### config.mk
export PLATFORM = sky130hd
export DESIGN_NAME = sar_conversion_sequencer
export DESIGN_NICKNAME = d
export VERILOG_FILES = /design/src/rtl/sar_seq_pkg.sv /design/src/rtl/pin_sync.sv /design/src/rtl/sar_conversion_sequencer.sv
export SDC_FILE = /design/constraint.sdc
export NUM_CORES = 1
export LEC_CHECK = 0
export ABC_CLOCK_PERIOD_IN_PS = 3900
export BUFFER_PORTS_ARGS = -buffer_cell sky130_fd_sc_hd__buf_2
export CAP_MARGIN = 10
export CORE_MARGIN = 2
export CORE_UTILIZATION = 62
export DETAILED_ROUTE_END_ITERATION = 10
export MAX_ROUTING_LAYER = met4
export PLACE_DENSITY = 0.84
export RECOVER_POWER = 100
export SLEW_MARGIN = 20
export SYNTH_ARGS = -nofsm -noshare
export SYNTH_HDL_FRONTEND = slang
export SYNTH_SLANG_ARGS = --single-unit
export TNS_END_PERCENT = 1
### constraint.sdc
create_clock -name clk -period 3.9 [get_ports clk]
set_input_delay 1.17 -clock clk [delete_from_list [all_inputs] [get_ports clk]]
set_output_delay 1.17 -clock clk [all_outputs]
set_load 0.03 [all_outputs]
### src/rtl/sar_seq_pkg.sv
/*
  Shared constants and types for the successive-approximation
  conversion sequencer: result width, timing figures and their cycle
  counts at the 25 MHz system clock, and the sequencer states.
  Assumes a single 25 MHz clock domain.
*/
package sar_seq_pkg;

  // ==========================================================
  // Result layout
  localparam int unsigned RESULT_BITS = 10;
  localparam logic [3:0]  MSB_INDEX   = 4'h9;
  localparam logic [9:0]  MSB_CODE    = 10'h200;
  localparam logic [9:0]  CODE_RESET  = 10'h000;

  // ==========================================================
  // Clock and times in their own units
  localparam int unsigned CLK_FREQ_KHZ   = 25000;
  localparam int unsigned CONV_MIN_NS    = 15000;
  localparam int unsigned CONV_TYP_NS    = 25000;
  localparam int unsigned CONV_MAX_NS    = 40000;
  localparam int unsigned DATA_VALID_NS  = 500;
  localparam int unsigned RELEASE_NS     = 1500;
  localparam int unsigned CLEAR_PULSE_NS = 2000;

  // ==========================================================
  // Cycle counts: least times round up, longest times round down
  localparam int unsigned CONV_MIN_CYC =
    (CONV_MIN_NS * CLK_FREQ_KHZ + 999999) / 1000000;
  localparam int unsigned CONV_MAX_CYC =
    (CONV_MAX_NS * CLK_FREQ_KHZ) / 1000000;
  localparam int unsigned DATA_VALID_CYC =
    (DATA_VALID_NS * CLK_FREQ_KHZ) / 1000000;
  localparam int unsigned RELEASE_CYC =
    (RELEASE_NS * CLK_FREQ_KHZ) / 1000000;
  localparam int unsigned CLEAR_PULSE_CYC =
    (CLEAR_PULSE_NS * CLK_FREQ_KHZ + 999999) / 1000000;
  // Per-bit trial time aims at the typical total conversion time
  localparam int unsigned BIT_CYC =
    (CONV_TYP_NS * CLK_FREQ_KHZ) / 1000000 / RESULT_BITS;

  // Counter width for bit timer and blank-high timer
  localparam int unsigned CNT_W = 7;

  // ==========================================================
  // Sequencer states
  typedef enum logic [1:0] {
    ST_IDLE,
    ST_CONV,
    ST_HALT,
    ST_DONE
  } state_type;

endpackage

### src/rtl/pin_sync.sv
/*
  Two-flop synchroniser, one chain per bit.
  Assumes the inputs are asynchronous pins and dst clock is clk.
*/
`timescale 1ns/1ps

module pin_sync #(
  parameter int unsigned WIDTH = 1
) (
  input  wire logic             clk,
  input  wire logic             rst,
  input  wire logic [WIDTH-1:0] async_in,
  output logic      [WIDTH-1:0] sync_out
);

  // ==========================================================
  // Per-bit chains; first stage feeds only the second
  genvar gi;
  generate
    for (gi = 0; gi < WIDTH; gi++) begin : g_chain
      logic meta_q;
      logic stable_q;
      always_ff @(posedge clk) begin
        if (rst) begin
          meta_q   <= 1'b0;
          stable_q <= 1'b0;
        end else begin
          meta_q   <= async_in[gi];
          stable_q <= meta_q;
        end
      end
      assign sync_out[gi] = stable_q;
    end
  endgenerate

endmodule // pin_sync

### src/rtl/sar_conversion_sequencer.sv
/*
  Control logic of a 10-bit successive-approximation converter:
  bit trials against a comparator, result-valid handshake and
  three-state data output control driven by the blank/convert line.
  Assumes the host, comparator and bipolar strap are asynchronous to
  clk; the analogue DAC consumes dac_code and offset_en outside.
*/
// How it works
// RULE_01: A start command trials all ten bits, most significant first.
// RULE_02: Each trial sets the bit, then clears it if comparator says above.
// RULE_03: After the last trial the register holds the 10-bit result code.
// RULE_04: Completion pulls result_valid_n low and enables the data outputs.
// RULE_05: Blank/convert high floats outputs and clears the register.
// RULE_06: Bipolar select switches the offset in; coding follows from it.
// RULE_07: Start to result-valid takes between 15 and 40 microseconds.
// RULE_08: Data is valid within 500 ns of result-valid falling.
// RULE_09: Outputs release about 1.5 us after blank/convert rises.
// RULE_10: Blank/convert high mid-conversion halts; outputs unchanged.
// RULE_11: Host holds blank/convert high 2 us; that restarts conversion.
// RULE_12: A bit timer that counts only while converting and a 9-to-0 bit counter pace trials.
`timescale 1ns/1ps

module sar_conversion_sequencer (
  input  wire logic       clk,
  input  wire logic       rst,
  input  wire logic       blank_convert,
  input  wire logic       bipolar_sel,
  input  wire logic       comp_above,
  output logic [9:0]      dac_code_q,
  output logic            offset_en_q,
  output logic            result_valid_n_q,
  output logic [9:0]      data_q,
  output logic            data_oe_n_q
);

  // ==========================================================
  // Signals
  localparam logic [6:0] BIT_LAST =
    7'(sar_seq_pkg::BIT_CYC - 1); // RULE_07
  localparam logic [6:0] RELEASE_LAST =
    7'(sar_seq_pkg::RELEASE_CYC - 1);
  localparam logic [6:0] CLEAR_CNT =
    7'(sar_seq_pkg::CLEAR_PULSE_CYC);
  localparam logic [6:0] HOLD_MAX = 7'h7F;

  sar_seq_pkg::state_type state_q;
  logic [2:0] pins_s;
  logic       blank_s;
  logic       bipolar_s;
  logic       above_s;
  logic [3:0] bit_idx_q;
  logic [6:0] bit_tmr_q;
  logic [6:0] hold_q;
  logic       bit_end;
  logic       start;
  logic       long_pulse;
  logic       release_now;
  logic [9:0] decided;
  logic [1:0] settle_q;

  // ==========================================================
  // Pin synchronisers
  pin_sync #(
    .WIDTH (3)
  ) u_sync (
    .clk      (clk),
    .rst      (rst),
    .async_in ({comp_above, bipolar_sel, blank_convert}),
    .sync_out (pins_s)
  );
  assign blank_s   = pins_s[0];
  assign bipolar_s = pins_s[1];
  assign above_s   = pins_s[2];

  // ==========================================================
  // Decode of events
  assign bit_end     = (state_q == sar_seq_pkg::ST_CONV) && !blank_s &&
                       (bit_tmr_q == BIT_LAST);
  assign long_pulse  = (hold_q >= CLEAR_CNT);
  assign start       = settle_q[1] && !blank_s &&
                       ((state_q == sar_seq_pkg::ST_IDLE) ||
                        ((state_q == sar_seq_pkg::ST_HALT) && long_pulse));
  assign release_now = (state_q == sar_seq_pkg::ST_DONE) && blank_s &&
                       (hold_q == RELEASE_LAST);

  // ==========================================================
  // Start hold-off after reset: the synchronisers come out of reset
  // reading convert, which would launch a false conversion
  always_ff @(posedge clk) begin
    if (rst) begin
      settle_q <= 2'h0;
    end else begin
      settle_q <= {settle_q[0], 1'b1};
    end
  end

  // Trial bit kept or dropped by the sampled comparator
  always_comb begin
    decided = dac_code_q;
    if (above_s) begin
      decided[bit_idx_q] = 1'b0; // RULE_02
    end
  end

  // ==========================================================
  // Sequencer state
  always_ff @(posedge clk) begin
    if (rst) begin
      state_q <= sar_seq_pkg::ST_IDLE;
    end else begin
      case (state_q)
        sar_seq_pkg::ST_IDLE: begin
          if (start) state_q <= sar_seq_pkg::ST_CONV; // RULE_01
        end
        sar_seq_pkg::ST_CONV: begin
          if (blank_s) begin
            state_q <= sar_seq_pkg::ST_HALT; // RULE_10
          end else if (bit_end && bit_idx_q == 4'h0) begin
            state_q <= sar_seq_pkg::ST_DONE;
          end
        end
        sar_seq_pkg::ST_HALT: begin
          // Short pulse resumes; a long one restarts from the MSB
          if (!blank_s) state_q <= sar_seq_pkg::ST_CONV; // RULE_11
        end
        sar_seq_pkg::ST_DONE: begin
          if (release_now) state_q <= sar_seq_pkg::ST_IDLE;
        end
        default: state_q <= sar_seq_pkg::ST_IDLE;
      endcase
    end
  end

  // ==========================================================
  // Blank-high duration, saturating so a long hold never wraps
  always_ff @(posedge clk) begin
    if (rst) begin
      hold_q <= 7'h00;
    end else if (!blank_s) begin
      hold_q <= 7'h00;
    end else if (hold_q != HOLD_MAX) begin
      hold_q <= hold_q + 7'h01;
    end
  end

  // ==========================================================
  // Bit timer: freezes while halted so a short pulse only pauses
  always_ff @(posedge clk) begin
    if (rst) begin
      bit_tmr_q <= 7'h00;
    end else if (start) begin
      bit_tmr_q <= 7'h00;
    end else if (state_q == sar_seq_pkg::ST_CONV && !blank_s) begin
      bit_tmr_q <= bit_end ? 7'h00 : bit_tmr_q + 7'h01; // RULE_12
    end
  end

  // ==========================================================
  // Approximation register and bit position
  always_ff @(posedge clk) begin
    if (rst) begin
      dac_code_q <= sar_seq_pkg::CODE_RESET;
      bit_idx_q  <= sar_seq_pkg::MSB_INDEX;
    end else if (start) begin
      dac_code_q <= sar_seq_pkg::MSB_CODE; // RULE_01
      bit_idx_q  <= sar_seq_pkg::MSB_INDEX;
    end else if (bit_end) begin
      if (bit_idx_q != 4'h0) begin
        dac_code_q <= decided | (10'h001 << (bit_idx_q - 4'h1)); // RULE_01
        bit_idx_q  <= bit_idx_q - 4'h1; // RULE_12
      end else begin
        dac_code_q <= decided; // RULE_03
      end
    end else if (release_now) begin
      dac_code_q <= sar_seq_pkg::CODE_RESET; // RULE_05
    end
  end

  // ==========================================================
  // Offset switch, latched per conversion so the range never
  // changes in the middle of a trial sequence
  always_ff @(posedge clk) begin
    if (rst) begin
      offset_en_q <= 1'b0;
    end else if (start) begin
      offset_en_q <= bipolar_s; // RULE_06
    end
  end

  // ==========================================================
  // Result handshake and output drivers; data loads on the same
  // edge as result_valid_n so it is valid with no extra delay
  always_ff @(posedge clk) begin
    if (rst) begin
      result_valid_n_q <= 1'b1;
      data_oe_n_q      <= 1'b1;
      data_q           <= sar_seq_pkg::CODE_RESET;
    end else if (bit_end && bit_idx_q == 4'h0) begin
      result_valid_n_q <= 1'b0; // RULE_04
      data_oe_n_q      <= 1'b0; // RULE_04
      data_q           <= decided; // RULE_08
    end else if (release_now) begin
      result_valid_n_q <= 1'b1; // RULE_09
      data_oe_n_q      <= 1'b1; // RULE_05
    end
  end

  // ==========================================================
  // Checks
  localparam int unsigned REL_HOLD = sar_seq_pkg::RELEASE_CYC;
  logic [10:0] conv_len_q;

  // Cycles spent converting since the last start
  always_ff @(posedge clk) begin
    if (rst || start) begin
      conv_len_q <= 11'h000;
    end else if (state_q == sar_seq_pkg::ST_CONV && !blank_s &&
                 conv_len_q != 11'h7FF) begin
      conv_len_q <= conv_len_q + 11'h001;
    end
  end

  a_conv_time_window: assert property ( // RULE_07
    @(posedge clk) disable iff (rst)
    $fell(result_valid_n_q) |->
      (conv_len_q >= 11'(sar_seq_pkg::CONV_MIN_CYC)) &&
      (conv_len_q <= 11'(sar_seq_pkg::CONV_MAX_CYC)))
    else $error("conversion time outside window");

  a_start_msb_first: assert property ( // RULE_01
    @(posedge clk) disable iff (rst)
    start |=> (dac_code_q == sar_seq_pkg::MSB_CODE) &&
              (bit_idx_q == sar_seq_pkg::MSB_INDEX))
    else $error("conversion did not start at msb");

  a_bit_step_down: assert property (@(posedge clk) disable iff (rst) // RULE_12
    (bit_end && bit_idx_q != 4'h0) |=>
      (bit_idx_q == $past(bit_idx_q) - 4'h1) && (bit_tmr_q == 7'h00))
    else $error("bit position did not step down");

  a_trial_dropped: assert property (@(posedge clk) disable iff (rst) // RULE_02
    (bit_end && above_s) |=> !dac_code_q[$past(bit_idx_q)])
    else $error("trial bit kept although sum above input");

  a_result_on_data: assert property ( // RULE_04
    @(posedge clk) disable iff (rst)
    $fell(result_valid_n_q) |->
      !data_oe_n_q && (data_q == dac_code_q) ##1 $stable(data_q))
    else $error("data not driven with result valid");

  a_release_delay: assert property (@(posedge clk) disable iff (rst) // RULE_09
    $rose(result_valid_n_q) |->
      data_oe_n_q && (hold_q == 7'(REL_HOLD)) &&
      (dac_code_q == sar_seq_pkg::CODE_RESET))
    else $error("release not 1.5 us after blank");

  a_halt_frozen: assert property (@(posedge clk) disable iff (rst) // RULE_10
    (state_q == sar_seq_pkg::ST_HALT && blank_s) |=>
      $stable(result_valid_n_q) && $stable(data_oe_n_q) &&
      $stable(dac_code_q) && $stable(bit_idx_q))
    else $error("halted conversion changed outputs");

  a_long_restart: assert property (@(posedge clk) disable iff (rst) // RULE_11
    (state_q == sar_seq_pkg::ST_HALT && !blank_s && long_pulse) |=>
      (dac_code_q == sar_seq_pkg::MSB_CODE) && (bit_tmr_q == 7'h00))
    else $error("long blank pulse did not restart");

  a_offset_steady: assert property (@(posedge clk) disable iff (rst) // RULE_06
    (state_q == sar_seq_pkg::ST_CONV) && !start |=> $stable(offset_en_q))
    else $error("offset switch moved mid conversion");

  c_conv_done: cover property (@(posedge clk) disable iff (rst)
    $fell(result_valid_n_q));
  c_halt_resume: cover property (@(posedge clk) disable iff (rst)
    state_q == sar_seq_pkg::ST_HALT && !blank_s && !long_pulse);
  c_long_restart: cover property (@(posedge clk) disable iff (rst)
    state_q == sar_seq_pkg::ST_HALT && !blank_s && long_pulse);
  c_release: cover property (@(posedge clk) disable iff (rst)
    $rose(result_valid_n_q));

endmodule // sar_conversion_sequencer

==> out/results.ini <==
[synth]
ys_seq_area_share_pct = 40.42
syn_area_per_cell_um2 = 8.719
synth_compound_area_share_pct = 16.73
netlist_area_um2 = 2476
synthSimpleGateAreaFrac_pct = 27.64
yosys.area.top_type = dfxtp_1
synthesis.nets = 302
synth_xor_area_share_pct = 2.476
syn-instance-count = 284
ys_types = 54
synth.area.top_cells = dfxtp_1, ha_1, a21oi_1
synth_seq_cells = 50
synth_edf_count = 0
synth-main-ff-cell = dfxtp_1
synth_top_family_by_area = simple AND/OR/NAND/NOR gates
yosysWarnings = 0
synth.area.mux_share_pct = 0.4042
synth_fa_ha_area_share_pct = 6.569
ys_async_sr_fraction_pct = 0
synth_top_area_share_pct = 40.42

[floorplan]
initial_core_util_pct = 66.14
die_y_um = 67.20
ios = 28
fp.dieArea_um2 = 4515
die_x_um = 67.20
coreArea_um2 = 3744
fp-row-count = 22

[placement]
dpl.hpwl_mm = 3.809
dpl_cell_area_um2 = 2577
dp_cells = 343
port_buffers = 27
gp_congestion = 0.8831

[drt]
vias = 2120
wl_per_cell_um = 15.40
ant_nets = 0
vias_per_cell = 6.057
drc = 0
initialDrtViolationCount = 211
first_pass_iters = 5
wl_mm = 5.390

[cells_and_area]
seqCellArea_um2 = 1001
drive_above_1_share_pct = 5.298
final_common_cell = dfxtp_1
fin_cells = 350
final_cell_mix = dfxtp_1, nand2_1, a21oi_1
diodes = 0
syn2layout_area_growth_pct = 5.457
num-nets-final = 320
fin_area_um2 = 2611
fillers = 329
multi_input_area_um2 = 1313

[sta]
setup_viol_count_final = 0
layout_min_cycle_time_ns = 2.363
relSlewSlack_pct = 40.62
max_freq_mhz = 423.3
rsz0062_at_grt = no
finalHoldViolations = 0
fin_tns_setup_ns = 0
period_share_pct = 60.58
drv_slew = 0
clock-skew-final_ns = 0.009408
tightest_slew_ns = 0.8907

[global_route]
busiest_layer = met2
grt_start_max_net_pins = 23
grt_use_met2_pct = 42.82
grt_pass1_wl_mm = 8.756
grt_use_total_pct = 26.62
grt_pass1_vias = 1907
use_met1_pct = 33.16
grt-ovfl-total = 0
grtUsageMet3_pct = 7.000
grt_antenna_before_repair = 0

[job]
drv_cap = 0

[clock_tree]
cts_resized = 0
cts_max_path_buffers = 2
cts_tree = built
clkTransAtPathRegs_ns = 0.09
clock_latency_ns = 0.31
hold_buffers = 0
numCtsBuffers = 5
cts-root-buf = clkbuf_8
clock_sinks = 50
htreeDepth = 2
cts_setup_buffers = 0

[critical_path]
cpMaxStageDelayCell = clkbuf_1
cp-start-kind = primary input
crit_fanout = 22
path_buf_inv = 1
rrSetupSlack_ns = 1.54
worstPathRequired_ns = 4.08
endpoint_kind = register
crit_type = primary input to register
crit_family = buffers and inverters
cp.arrival_ns = 2.54
cp_cell_sequence = clkbuf_1 -> a21o_1 -> nor3_1
critPathMaxStageDelay_ns = 0.65

[pwr]
peakVddDrop_mv = 0.2200
powerDensity_nw_per_um2 = 326.6
fin_total_pwr_w = 0.0008529
power.static_leakage_nw = 0.8839

[min_path]
hp-class = register to register

[outcome]
status = finished clean

[through the flow]
step / setup WS, ns / hold slack, ns / utilization [%]
detailed placement: 1.624 / 0.4252 / 68.85
finish: 1.538 / 0.4508 / 69.75
global route: 1.326 / 0.4773 / 69.75
CTS: 1.635 / 0.4566 / 71.09
floorplan: 2.003 / 0.4138 / -
global placement: 1.632 / 0.4188 / 68.85
[path summary, 6_finish.rpt]
kind | from | end | depth (start not counted)
hold reg to reg | u_sync.g_chain[2].meta_q | u_sync.g_chain[2].stable_q | 1
setup / recovery | rst | dac_code_q[3] | 3
setup reg to reg | bit_idx_q[0] | data_q[0] | 6
hold / removal | u_sync.g_chain[2].meta_q | u_sync.g_chain[2].stable_q | 1
[final cells by class]
type                            count  share of cell area, %
Multi-Input combinational cell    205                  50.26
Sequential cell                    50                  38.33
Tap cell                           48                  2.300
Clock inverter                      2                 0.5750
Timing Repair Buffer               27                  4.025
Inverter                           13                  1.869
Clock buffer                        5                  2.635
[synthesized netlist by cell type (2+ instances only)]
library cell  count
nand3b_1          2
xor2_1            2
o21ai_0          10
nand4b_1          4
o211ai_1          4
nor3b_2           2
xnor2_1           5
nor2_1           11
ha_1             13
nor3b_1           2
nand4_1           5
and2_1            2
and4b_1           2
a221oi_1          3
and3_1            5
nand3_1          20
inv_1            13
nor2b_1          11
buf_2             3
o31ai_1           2
or3_1             3
a31oi_1           3
nor3_1            7
dfxtp_1          50
buf_4             2
a21oi_1          30
a211oi_1          3
clkbuf_1          8
buf_6             3
nand2_1          30
[logic make-up (layout without fill, tap and decap cells)]
| group | count (synthesis) | in the layout |
|---|---|---|
| and+or+nand+nor | 118 | 118 |
| AOI/OAI and AO/OA | 66 | 66 |
| DFF | 50 | 50 |
| buffers and inverters | 29 | 47 |
| adders and majority gates | 13 | 13 |
| xor gates and xnor gates | 7 | 7 |
| muxes | 1 | 1 |
[worst reg2reg max path, stage by stage, from the launching register on]
cell and delay (ns):
dfxtp_1 0.41, inv_1 0.16, ha_1 0.42, nor3b_1 0.44
and4_1 0.52, nand3_1 0.17, a21oi_1 0.17
[metal layers]
| layer | routed length [µm] | part of all wire (%) | vias up |
|---|---|---|---|
| met3 | 392 | 7.3 | 11 |
| met4 | 100 | 1.9 | 0 |
| met1 | 2430 | 45 | 980 |
| li1 | - | - | 1049 |
| met2 | 2467 | 46 | 80 |
| met5 | 0 | 0 | - |
[power breakdown]
group	internal (W)	leakage [nW]	switching [W]
Sequential	0.000517	0.405	0.00000593
Clock	0.000123	0.0362	0.000175
Combinational	0.0000110	0.442	0.0000217
[flip-flops by register name, indices dropped and copies added, names as in the netlist]
signal / count
dac_code_q: 10
data_q: 10
bit_tmr_q: 7
hold_q: 7
bit_idx_q: 4
u_sync.g_chain.meta_q: 3
u_sync.g_chain.stable_q: 3
settle_q: 2
state_q: 2
data_oe_n_q: 1
offset_en_q: 1
Note: power is estimated with default switching activity, not from simulation.
